File: src/hw/core_pkg.sv
// Shared constants and carrier types for the register file, stack and interrupt core
package core_pkg;
    localparam int         REG_COUNT      = 32;
    localparam logic [4:0] PTR_X_LOW      = 5'h1a;
    localparam logic [4:0] PTR_Y_LOW      = 5'h1c;
    localparam logic [4:0] PTR_Z_LOW      = 5'h1e;
    localparam logic [15:0] IO_DS_BASE    = 16'h0020;
    localparam logic [5:0] SP_LOW_IO      = 6'h3d;
    localparam logic [5:0] SP_HIGH_IO     = 6'h3e;
    localparam logic [5:0] STATUS_IO      = 6'h3f;
    localparam logic [7:0] SP_LOW_RESET   = 8'h00;
    localparam logic [7:0] SP_HIGH_RESET  = 8'h00;
    localparam logic [7:0] STATUS_RESET   = 8'h00;
    localparam int         GIE_BIT        = 7;
    localparam logic [1:0] ENTRY_CYCLES   = 2'h3;
    localparam logic [1:0] RETURN_CYCLES  = 2'h3;
    localparam logic [14:0] VECTOR_STRIDE = 15'h0002;

    typedef enum logic [1:0] {
        SEL_X = 2'h0,
        SEL_Y = 2'h1,
        SEL_Z = 2'h2
    } ptr_sel_t;

    typedef enum logic [1:0] {
        MODE_DISP    = 2'h0,
        MODE_POSTINC = 2'h1,
        MODE_PREDEC  = 2'h2
    } ptr_mode_t;

    typedef enum logic [2:0] {
        STK_NONE  = 3'h0,
        STK_PUSH1 = 3'h1,
        STK_POP1  = 3'h2,
        STK_PUSH2 = 3'h3,
        STK_POP2  = 3'h4
    } stack_op_t;

    typedef struct packed {
        logic      go;
        ptr_sel_t  sel;
        ptr_mode_t mode;
        logic [5:0] disp;
    } ptr_req_t;

    typedef struct packed {
        logic       we;
        logic       wide;
        logic [4:0] addr;
        logic [15:0] data;
    } wb_req_t;

    typedef struct packed {
        logic        wr;
        logic        rd;
        logic [15:0] addr;
        logic [7:0]  wdata;
    } ds_req_t;
endpackage

File: src/hw/irq_priority.sv
// Priority pick of the lowest numbered active interrupt request
`timescale 1ns/1ps
module irq_priority #(
    parameter int N_IRQ = 8,
    parameter int IDX_W = 3
) (
    // Requests
    input  wire logic [N_IRQ-1:0] req,
    // Winner
    output logic                  any,
    output logic [IDX_W-1:0]      idx
);
    always_comb begin
        any = 1'b0;
        idx = '0;
        // Lowest index is lowest vector address, so it wins
        for (int i = N_IRQ - 1; i >= 0; i--) begin
            if (req[i]) begin
                any = 1'b1;
                idx = IDX_W'(i);
            end
        end
    end
endmodule

File: src/hw/cpu_regfile_stack_interrupt_core.sv
// Working registers, stack pointer and interrupt entry/exit of the 8-bit core
//
// Overview of operation
// - 32 working registers occupy data addresses 0x00-0x1f
// - Registers 26-31 form three pointers, low byte first
// - Pointers do displacement, post-increment, pre-decrement
// - Ports: 8/8 read, 8-bit or 16-bit write
// - Push decrements, pop increments stack pointer by one
// - Call/entry subtract two, return adds two
// - Stack pointer bytes at I/O 0x3e/0x3d, reset zero
// - Core runs on undivided system clock
// - Two-operand read and write-back in one cycle
// - Service needs local and global enable set
// - Boot lock bits suppress interrupts by counter region
// - Lower vector wins; reset highest, then irq zero
// - Select bit and fuse move vectors to boot
// - Entry clears global enable; return sets it
// - Vectoring or writing one clears the flag
// - Flags stay pending until enabled or cleared
// - Level requests act only while condition present
// - One instruction runs after return before interrupts
// - Status register not saved or restored
// - Disable takes effect in its own cycle
// - Entry takes four cycles, waits instruction boundary
// - Return takes four cycles, pops two, sets enable
// - Instruction after enable runs before any interrupt
`timescale 1ns/1ps
module cpu_regfile_stack_interrupt_core
    import core_pkg::*;
#(
    parameter int N_IRQ = 8,
    parameter int IDX_W = 3
) (
    // Clock and reset
    input  wire logic                  clk, // Undivided core clock drives every flop
    input  wire logic                  rst,
    // Operand reads and write-back
    input  wire logic [4:0]            rd_a_addr,
    input  wire logic [4:0]            rd_b_addr,
    output logic [7:0]                 rd_a_data,
    output logic [7:0]                 rd_b_data,
    output logic [15:0]                rd_wide_data,
    input  wire core_pkg::wb_req_t     wb,
    // Pointer addressing
    input  wire core_pkg::ptr_req_t    ptr,
    output logic [15:0]                ptr_addr,
    // Data-space access
    input  wire core_pkg::ds_req_t     ds,
    output logic [7:0]                 ds_rdata,
    output logic                       ds_hit,
    // Stack control and memory
    input  wire core_pkg::stack_op_t   stack_op,
    output logic [15:0]                stack_top_pointer,
    output logic                       stack_wr,
    output logic                       stack_rd,
    output logic [15:0]                stack_addr,
    output logic [7:0]                 stack_wdata,
    input  wire logic [7:0]            stack_rdata,
    // Status register
    input  wire logic                  alu_flags_we,
    input  wire logic [6:0]            alu_flags,
    input  wire logic                  sei_go,
    input  wire logic                  cli_go,
    output logic [7:0]                 status_register,
    // Instruction flow
    input  wire logic                  insn_done,
    input  wire logic                  return_from_irq_go,
    input  wire logic [14:0]           pc,
    output logic                       busy,
    output logic                       vector_valid,
    output logic [14:0]                vector_addr,
    output logic                       pc_restore_valid,
    output logic [14:0]                pc_restore,
    output logic [14:0]                reset_vector,
    // Interrupt sources
    input  wire logic [N_IRQ-1:0]      irq_flag_set,
    input  wire logic [N_IRQ-1:0]      irq_flag_clear,
    input  wire logic [N_IRQ-1:0]      irq_is_level,
    input  wire logic [N_IRQ-1:0]      irq_level,
    input  wire logic [N_IRQ-1:0]      irq_enable,
    output logic [N_IRQ-1:0]           irq_flags,
    // Boot section controls
    input  wire logic                  vector_table_select,
    input  wire logic                  reset_vector_relocate_fuse,
    input  wire logic                  boot_lock_bit_a,
    input  wire logic                  boot_lock_bit_b,
    input  wire logic [14:0]           boot_start
);
    import core_pkg::*;

    typedef enum logic [2:0] {
        ST_IDLE   = 3'b001,
        ST_ENTRY  = 3'b010,
        ST_RETURN = 3'b100
    } irq_state_t;

    function automatic logic io_hit(input logic [15:0] a, input logic [5:0] io);
        return a == (IO_DS_BASE + {10'h000, io});
    endfunction

    function automatic logic [4:0] ptr_base(input ptr_sel_t s);
        case (s)
            SEL_X:   return PTR_X_LOW;
            SEL_Y:   return PTR_Y_LOW;
            default: return PTR_Z_LOW;
        endcase
    endfunction

    logic [7:0]       regs [REG_COUNT];
    irq_state_t       state;
    logic [1:0]       step;
    logic             holdoff;
    logic [IDX_W-1:0] taken_idx;
    logic [7:0]       pop_high;
    logic [15:0]      sp;
    logic             pick_any;
    logic [IDX_W-1:0] pick_idx;
    logic [N_IRQ-1:0] active;
    logic             suppress;
    logic             gie_now;
    logic             accept;
    logic [4:0]       pb;
    logic [15:0]      ptr_val;
    logic [15:0]      next_ptr_addr;
    logic [15:0]      next_ptr_val;
    logic             ds_reg;

    assign sp = {stack_top_pointer};

    // Reads straight from the flop array, so a write lands before the next read
    assign rd_a_data    = regs[rd_a_addr];
    assign rd_b_data    = regs[rd_b_addr];
    assign rd_wide_data = {regs[rd_a_addr | 5'h01], regs[rd_a_addr & 5'h1e]};

    assign pb      = ptr_base(ptr.sel);
    assign ptr_val = {regs[pb | 5'h01], regs[pb]};

    always_comb begin
        next_ptr_addr = ptr_val;
        next_ptr_val  = ptr_val;
        case (ptr.mode)
            MODE_DISP:    next_ptr_addr = ptr_val + {10'h000, ptr.disp};
            MODE_POSTINC: next_ptr_val  = ptr_val + 16'h0001;
            MODE_PREDEC: begin
                next_ptr_val  = ptr_val - 16'h0001;
                next_ptr_addr = ptr_val - 16'h0001;
            end
            default:      next_ptr_addr = ptr_val;
        endcase
    end

    assign ds_reg = ds.addr < 16'(REG_COUNT);

    // Register file: pointer update first, write-back, then data space wins last
    always_ff @(posedge clk) begin
        if (rst) begin
            for (int i = 0; i < REG_COUNT; i++) begin
                regs[i] <= 8'h00;
            end
        end else begin
            if (ptr.go && ptr.mode != MODE_DISP) begin
                regs[pb]        <= next_ptr_val[7:0];
                regs[pb | 5'h01] <= next_ptr_val[15:8];
            end
            if (wb.we) begin
                regs[wb.addr] <= wb.data[7:0];
                if (wb.wide) begin
                    regs[wb.addr | 5'h01] <= wb.data[15:8];
                end
            end
            if (ds.wr && ds_reg) begin
                regs[ds.addr[4:0]] <= ds.wdata;
            end
        end
    end

    always_ff @(posedge clk) begin
        if (rst) begin
            ptr_addr <= 16'h0000;
        end else if (ptr.go) begin
            ptr_addr <= next_ptr_addr;
        end
    end

    // Data-space read answers one cycle later
    always_ff @(posedge clk) begin
        if (rst) begin
            ds_rdata <= 8'h00;
            ds_hit   <= 1'b0;
        end else begin
            ds_hit   <= ds.rd && (ds_reg || io_hit(ds.addr, SP_LOW_IO) || io_hit(ds.addr, SP_HIGH_IO)
                        || io_hit(ds.addr, STATUS_IO));
            ds_rdata <= 8'h00;
            if (ds.rd) begin
                if (ds_reg) begin
                    ds_rdata <= regs[ds.addr[4:0]];
                end else if (io_hit(ds.addr, SP_LOW_IO)) begin
                    ds_rdata <= sp[7:0];
                end else if (io_hit(ds.addr, SP_HIGH_IO)) begin
                    ds_rdata <= sp[15:8];
                end else if (io_hit(ds.addr, STATUS_IO)) begin
                    ds_rdata <= status_register;
                end
            end
        end
    end

    // Stack pointer; software writes take priority over implicit updates
    always_ff @(posedge clk) begin
        if (rst) begin
            stack_top_pointer <= {SP_HIGH_RESET, SP_LOW_RESET};
        end else if (ds.wr && io_hit(ds.addr, SP_LOW_IO)) begin
            stack_top_pointer[7:0] <= ds.wdata;
        end else if (ds.wr && io_hit(ds.addr, SP_HIGH_IO)) begin
            stack_top_pointer[15:8] <= ds.wdata;
        end else if (state == ST_ENTRY && step < 2'h2) begin
            stack_top_pointer <= sp - 16'h0001;
        end else if (state == ST_RETURN && step < 2'h2) begin
            stack_top_pointer <= sp + 16'h0001;
        end else if (state == ST_IDLE) begin
            case (stack_op)
                STK_PUSH1: stack_top_pointer <= sp - 16'h0001;
                STK_POP1:  stack_top_pointer <= sp + 16'h0001;
                STK_PUSH2: stack_top_pointer <= sp - 16'h0002;
                STK_POP2:  stack_top_pointer <= sp + 16'h0002;
                default:   stack_top_pointer <= sp;
            endcase
        end
    end

    // Interrupt request gathering
    always_comb begin
        for (int i = 0; i < N_IRQ; i++) begin
            // Level sources request only while the condition holds
            active[i] = irq_enable[i] && (irq_is_level[i] ? irq_level[i] : irq_flags[i]);
        end
    end

    irq_priority #(
        .N_IRQ (N_IRQ),
        .IDX_W (IDX_W)
    ) u_pick (
        .req (active),
        .any (pick_any),
        .idx (pick_idx)
    );

    // Application code may not be interrupted into a locked boot table, and vice versa
    assign suppress = (boot_lock_bit_a && vector_table_select && pc < boot_start)
                   || (boot_lock_bit_b && !vector_table_select && pc >= boot_start);
    assign gie_now  = status_register[GIE_BIT] && !cli_go;
    assign accept   = state == ST_IDLE && insn_done && pick_any && gie_now && !holdoff
                   && !suppress && !return_from_irq_go;

    // Flags: hardware set beats any clear in the same cycle
    always_ff @(posedge clk) begin
        if (rst) begin
            irq_flags <= '0;
        end else begin
            for (int i = 0; i < N_IRQ; i++) begin
                if (irq_flag_set[i] && !irq_is_level[i]) begin
                    irq_flags[i] <= 1'b1;
                end else if (irq_flag_clear[i] || (accept && pick_idx == IDX_W'(i))) begin
                    irq_flags[i] <= 1'b0;
                end
            end
        end
    end

    // Status: only the enable bit is touched by entry and return
    always_ff @(posedge clk) begin
        if (rst) begin
            status_register <= STATUS_RESET;
        end else begin
            if (ds.wr && io_hit(ds.addr, STATUS_IO)) begin
                status_register <= ds.wdata;
            end else if (alu_flags_we) begin
                status_register[6:0] <= alu_flags;
            end
            if (cli_go || accept) begin
                status_register[GIE_BIT] <= 1'b0;
            end else if (sei_go || (state == ST_RETURN && step == RETURN_CYCLES)) begin
                status_register[GIE_BIT] <= 1'b1;
            end
        end
    end

    // One instruction must complete after return or enable before the next entry
    always_ff @(posedge clk) begin
        if (rst) begin
            holdoff <= 1'b0;
        end else if (sei_go || (state == ST_RETURN && step == RETURN_CYCLES)) begin
            holdoff <= 1'b1;
        end else if (insn_done && state == ST_IDLE) begin
            holdoff <= 1'b0;
        end
    end

    // Entry and return sequencer
    always_ff @(posedge clk) begin
        if (rst) begin
            state     <= ST_IDLE;
            step      <= 2'h0;
            taken_idx <= '0;
        end else begin
            case (state)
                ST_IDLE: begin
                    step <= 2'h0;
                    if (accept) begin
                        state     <= ST_ENTRY;
                        taken_idx <= pick_idx;
                    end else if (return_from_irq_go) begin
                        state <= ST_RETURN;
                    end
                end
                ST_ENTRY: begin
                    step <= step + 2'h1;
                    if (step == ENTRY_CYCLES) begin
                        state <= ST_IDLE;
                    end
                end
                ST_RETURN: begin
                    step <= step + 2'h1;
                    if (step == RETURN_CYCLES) begin
                        state <= ST_IDLE;
                    end
                end
                default: state <= ST_IDLE;
            endcase
        end
    end

    // Stack memory strobes; low byte of the counter goes to the higher address
    always_ff @(posedge clk) begin
        if (rst) begin
            stack_wr    <= 1'b0;
            stack_rd    <= 1'b0;
            stack_addr  <= 16'h0000;
            stack_wdata <= 8'h00;
        end else begin
            stack_wr <= (state == ST_IDLE && accept) || (state == ST_ENTRY && step == 2'h0);
            stack_rd <= (state == ST_IDLE && return_from_irq_go && !accept) || (state == ST_RETURN && step == 2'h0);
            if (state == ST_IDLE && accept) begin
                stack_addr  <= sp;
                stack_wdata <= pc[7:0];
            end else if (state == ST_ENTRY && step == 2'h0) begin
                // Pointer only moves on this edge, so address the byte below it
                stack_addr  <= sp - 16'h0001;
                stack_wdata <= {1'b0, pc[14:8]};
            end else if (state == ST_IDLE && return_from_irq_go) begin
                stack_addr <= sp + 16'h0001;
            end else if (state == ST_RETURN && step == 2'h0) begin
                stack_addr <= sp + 16'h0002;
            end
        end
    end

    always_ff @(posedge clk) begin
        if (rst) begin
            busy             <= 1'b0;
            vector_valid     <= 1'b0;
            vector_addr      <= 15'h0000;
            pc_restore_valid <= 1'b0;
            pc_restore       <= 15'h0000;
            pop_high         <= 8'h00;
            reset_vector     <= 15'h0000;
        end else begin
            busy <= (state == ST_IDLE && (accept || return_from_irq_go))
                 || (state != ST_IDLE && step != 2'h3);
            reset_vector <= reset_vector_relocate_fuse ? boot_start : 15'h0000;
            vector_valid <= state == ST_ENTRY && step == 2'h2;
            if (state == ST_ENTRY && step == 2'h2) begin
                // Vector slot 0 is reset, so sources start at slot 1
                vector_addr <= (vector_table_select ? boot_start : 15'h0000)
                             + VECTOR_STRIDE * (15'(taken_idx) + 15'h0001);
            end
            if (state == ST_RETURN && step == 2'h1) begin
                pop_high <= stack_rdata;
            end
            pc_restore_valid <= state == ST_RETURN && step == 2'h2;
            if (state == ST_RETURN && step == 2'h2) begin
                // Stored high byte carries a spare top bit, dropped here
                pc_restore <= {pop_high[6:0], stack_rdata};
            end
        end
    end
endmodule

File: config.mk
export PLATFORM = sky130hd
export DESIGN_NAME = cpu_regfile_stack_interrupt_core
export DESIGN_NICKNAME = d
export VERILOG_FILES = /design/src/hw/core_pkg.sv /design/src/hw/irq_priority.sv /design/src/hw/cpu_regfile_stack_interrupt_core.sv
export SDC_FILE = /design/constraint.sdc
export NUM_CORES = 2
export LEC_CHECK = 0
export BUFFER_PORTS_ARGS = -buffer_cell sky130_fd_sc_hd__buf_2
export CAP_MARGIN = 30
export CORE_MARGIN = 3
export CORE_UTILIZATION = 30
export DETAILED_ROUTE_END_ITERATION = 8
export PLACE_DENSITY_LB_ADDON = 0.1
export SLEW_MARGIN = 20
export SYNTH_ARGS = -nofsm -noshare
export SYNTH_HDL_FRONTEND = slang
export SYNTH_SLANG_ARGS = --single-unit
File: constraint.sdc
create_clock -name clk -period 3 [get_ports clk]
set_clock_uncertainty 0.1 [all_clocks]
set_input_delay 0.3 -clock clk [delete_from_list [all_inputs] [get_ports clk]]
set_output_delay 0.3 -clock clk [all_outputs]
set_load 0.01 [all_outputs]
# Word level (Yosys, flattened, before mapping)
# Memory sizes are Yosys's and may differ from the RTL's.
# Cells that the tools add are included.
# op_classes
add_sub_neg,10
n_lt_le_gt_ge,4
eq_ne,28
n_mux,102
n_bitwise,3
reduce_logical,122
# ops
cell,n
2-to-1 mux 16 bit,7
2-to-1 mux 8 bit,14
case mux 16 bit (2 select lines),2
case mux 16 bit (4 select lines),1
2-to-1 mux 1 bit,56
logical AND 1 bit,54
"== test 16 x 7 -> 1 bit, second input constant",3
OR reduction 8 bit,5
2-to-1 mux 3 bit,11
"adder 16 x 1 -> 16 bit, second input constant",2
"subtractor 16 x 1 -> 16 bit, second input constant",2
nonzero test 2 bit,14
2-to-1 mux 5 bit,5
"== test 3 bit, second input constant",6
logical OR 1 bit,18
"adder 16 x 2 -> 16 bit, second input constant",1
adder 16 x 6 -> 16 bit,1
"less-than comparator 16 x 6 -> 1 bit, second input constant",1
"subtractor 16 x 2 -> 16 bit, second input constant",1
adder 15 x 5 -> 15 bit,1
"== test 3 x 2 -> 1 bit, second input constant",5
>= comparator 15 bit,1
less-than comparator 15 bit,1
2-to-1 mux 15 bit,1
22 further kinds,56
# word_totals
ff_bits,147
ram_bits,256
input_bits,169
out_inout_bits,163
wordCells,300
mem_count,1
# mem_list
name,depth,word_bits,rd,rd_ports_with_merged_regs,write_ports,line,source
regs,32,8,7,0,32,cpu_regfile_stack_interrupt_core.sv:109,logic [7:0] regs [REG_COUNT];

# Logic depth before layout (Yosys ltp)
# logic_depth
depth_word,19
depth_mapped,16
mapped_depth_nobuf,13

# By module
# A second synthesis with hierarchy kept.
# unflattened
cells_unflattened,3274
hier_area_um2,31123.6
# by_module_without_submodules
module,instances,cells_per_inst,area_per_inst_um2,seq_area_each_um2
cpu_regfile_stack_interrupt_core,1,3261,31043.5,10630.2
irq_priority,1,13,80.1,0.0

# Worst setup path after synthesis
# Ideal clock, no wire load.
# synth_path
path_kind,input-to-reg
startpoint,input port ptr[8] (netlist bit)
endpoint,register ptr_addr[12]
setup_ns,0.092
arrival_time_ns,3.106
required_time_ns,2.808
slack_ns,-0.299
stages,15
path_buffers,2
cell_sequence,buf_2 buf_2 mux2i_1 o21a_1 inv_1 ha_1 inv_1 fa_1 nand2b_1 a21oi_1 o21ai_0 a21oi_1 a21boi_0 o21a_1 o32ai_1
# synth_via
elab_chain_len,5
elab_cells_between_ends,7
cone_classes,add/sub (2); eq/ne (1); mux (2); reduce/logical (1); memory (1)
# synth_lines
element,line,source
"start, declared",cpu_regfile_stack_interrupt_core.sv:45,"input wire core_pkg::ptr_req_t ptr,"
== test 2 x 1 -> 1 bit / logical NOT 2 bit (equally long branches),cpu_regfile_stack_interrupt_core.sv:102,case (s)
case mux 3 bit (2 select lines) (*),cpu_regfile_stack_interrupt_core.sv:102,
memory (32 x 8 bit) (*),n/a,
subtractor 16 x 1 -> 16 bit / adder 16 x 6 -> 16 bit (equally long branches),"cpu_regfile_stack_interrupt_core.sv:146, cpu_regfile_stack_interrupt_core.sv:142",
case mux 16 bit (2 select lines) (*),cpu_regfile_stack_interrupt_core.sv:141,case (ptr.mode)
"end signal, assigned",cpu_regfile_stack_interrupt_core.sv:181,ptr_addr <= next_ptr_addr;
"end, declared",cpu_regfile_stack_interrupt_core.sv:46,"output logic [15:0] ptr_addr,"
# Mark *: on every way between the ends. The rest lies on a longest branch, timed or not.
# A chain may end at the register's enable or synchronous reset.

==> flow_metrics.tcl <==
set metrics [dict create \
    design.die.area_sq_um 108000 \
    worst_pin_slew_ns 0.977 \
    drt_iter0_markers 4177 \
    die_w_um 329 \
    outcome "complete, but fails checks" \
    slowest_stage "mux4_2" \
    tns_ns -1.25 \
    hold-worst-slack_ns 0.0340 \
    ir_drop_mv 0.420 \
    dieHeight_um 329 \
    timing.final.hold_violations 0 \
    synthCells 3356 \
    dr.pass1.iters 6 \
    groute.usage.overall_pct 29.8 \
    async_reset_ff_share_pct 0 \
    vias 32348 \
    wl_per_cell_um 30.8 \
    cp_data_arrival_time_ns 2.75 \
    synth_area_leader_cell "edfxtp_1" \
    yosysWarnings 0 \
    routabilityCongestion 1.01 \
    period_share_pct 105 \
    dp_cells 5185 \
    finalPower_mw 18.5 \
    portBuffers 331 \
    start_util_pct 30.5 \
    grt_pass1_vias 30080 \
    hold_class "in2reg" \
    yosysUniqueCellTypes 93 \
    drv_slew 0 \
    worst-path-max-fanout 3 \
    finalSetupViolCount 15 \
    final.setup.worst_slack_ns -0.150 \
    htreeDepth 2 \
    syn-num-nets 3567 \
    fmax_mhz 317 \
    grt_max_degree 128 \
    synthTopCellsByCount "484 x nand2_1, 292 x nor2_1, 287 x o21ai_0, 256 x edfxtp_1, 244 x mux4_2" \
    cts_made_buffers 51 \
    placedInstanceArea_sq_um 37400 \
    core-area_sq_um 103000 \
    avgSynthCellArea_sq_um 9.32 \
    violations "negative setup slack" \
    cts_tree "done" \
    grt_setup_unrepaired "true" \
    num_rows 117 \
    synth_top_cells_by_area "edfxtp_1 25%, mux4_2 18%, dfxtp_1 9.4%" \
    critPathKind "reg2out" \
    antenna_found_initial 9 \
    ys_seq_area_share_pct 34.0 \
    required_ns 2.60 \
    fin_crit_ns 3.15 \
    pre_cts_ws_ns -0.205 \
    synth-edff-count 256 \
    grt.overflow.total 0 \
    yosys_most_used_dff "edfxtp_1" \
    clock_sinks 403 \
    grt_pass1_wl_mm 232 \
    fin_area_sq_um 40700 \
    powerDensity_nw_per_um2 453 \
    vias_per_cell 6.00 \
    slowest_delay_ns 0.55 \
    start_kind "flop" \
    area_delta_synth_final_pct 30.2 \
    dp.final_hpwl_mm 126 \
    yosysMostFrequentCell "nand2_1" \
    power_leakage_nw 15.1 \
    postLayoutCoreUtil_pct 39.7 \
    routed_wl_mm 166 \
    ys_seq_elements 403 \
    drive_above_1_share_pct 32.1 \
    cp_top_family "multiplexers" \
    netlist.area_leader.share_pct 24.6 \
    insertion_delay_ns 0.67 \
    ios 332 \
    ant_nets 0 \
    clock_path_buffers 3 \
    crit_path_end_kind "primary output" \
    max_cap_viol_count 0 \
    crit_buf_inv 2 \
    final_cells 5392 \
    clk_pin_slew_worst_paths_ns 0.06 \
    cp_cell_sequence "buf_6 -> mux4_2 -> mux4_2 -> mux2_4 -> buf_6" \
    drc 0 \
    max_slew_margin_pct 34.8 \
    fin_nets 4189 \
    syn_area_sq_um 31300 \
    clockRootBuffer "clkbuf_16" \
]
final timing paths:
| path | start | to | slack, ns | cells past startpoint |
|---|---|---|---|---|
| min | pc[2] | stack_wdata[2]$_SDFFE_PP0P_ | 0.03 | 3 |
| max | regs[28][4]$_DFFE_PP_ | rd_b_data[4] | -0.15 | 5 |
| max reg2reg | regs[28][1]$_DFFE_PP_ | ptr_addr[10]$_SDFFE_PP0P_ | 0.07 | 14 |
| min reg2reg | vector_addr[10]$_SDFFE_PP0P_ | vector_addr[10]$_SDFFE_PP0P_ | 0.35 | 2 |
tightest hold or removal path, delay by kind of cell:
family                 cells  cell delay [ns]
buffers and inverters      1             0.13
AO/OA/AOI/OAI              1             0.08
AND/OR/NAND/NOR            1             0.21
layout by cell type, fill, tap and decap left out, types with 54 or more instances in the layout:
master | Yosys | final
nand2_1 | 484 | 479
dlygate4sd3_1 | 0 | 75
nor3_1 | 68 | 65
dfxtp_1 | 147 | 147
buf_4 | 3 | 443
o21ai_0 | 287 | 275
a22oi_1 | 153 | 153
a21oi_1 | 187 | 183
mux2i_1 | 75 | 73
nand3_1 | 69 | 68
clkbuf_16 | 0 | 54
mux4_2 | 244 | 244
buf_2 | 39 | 306
edfxtp_1 | 256 | 256
nor2_1 | 292 | 289
repair_timing:
item | 4_1_cts | 5_1_grt
setup endpoints to repair | 17 | 72
pin swaps | 3 | 33
gates resized for setup | 41 | 83
hold buffers | 75 | 0
hold endpoints to repair | 64 | 0
setup buffers | 22 | 13
flip-flops by register name, summed over array words and instances, names as in the netlist, 15 cells and up:
name               cells
pc_restore            15
stack_top_pointer     16
reset_vector          15
regs                 256
ptr_addr              16
vector_addr           15
stack_addr            16
layer usage:
layer	vias to the layer above	global-route usage [%]	share of wire (%)	wire length, um
met3	320	5.43	9.1	15100
met4	0	13.0	5.2	8620
li1	14092	-	-	-
met1	16061	41.1	42	69300
met2	1875	45.4	44	72900
met5	-	0	0	0
kinds of logic after synthesis:
| group | Yosys count | synth area share [%] |
|---|---|---|
| compound gates | 949 | 19.6 |
| xor+xnor | 36 | 1.01 |
| fa+ha+maj | 42 | 1.73 |
| buf+inv | 388 | 4.95 |
| flops | 403 | 34.0 |
| mux | 348 | 21.0 |
| simple gates | 1190 | 17.7 |
cell type report:
type                    count  area, sq um
clock buffers              66         1440
well taps                1368         1710
fillers                 10236        61900
diodes                      4         10.0
flip-flops and latches    403        10600
repair buffers            904         6890
clock inverters            29          302
inverters                  53          201
multi-input cells        2565        19500
power breakdown:
| part | total (mW) | switching (mW) | internal (mW) |
|---|---|---|---|
| Clock | 6.60 | 2.84 | 3.75 |
| Combinational | 5.18 | 2.92 | 2.26 |
| Sequential | 6.69 | 0.476 | 6.21 |
(Power assumes the default switching activity.)
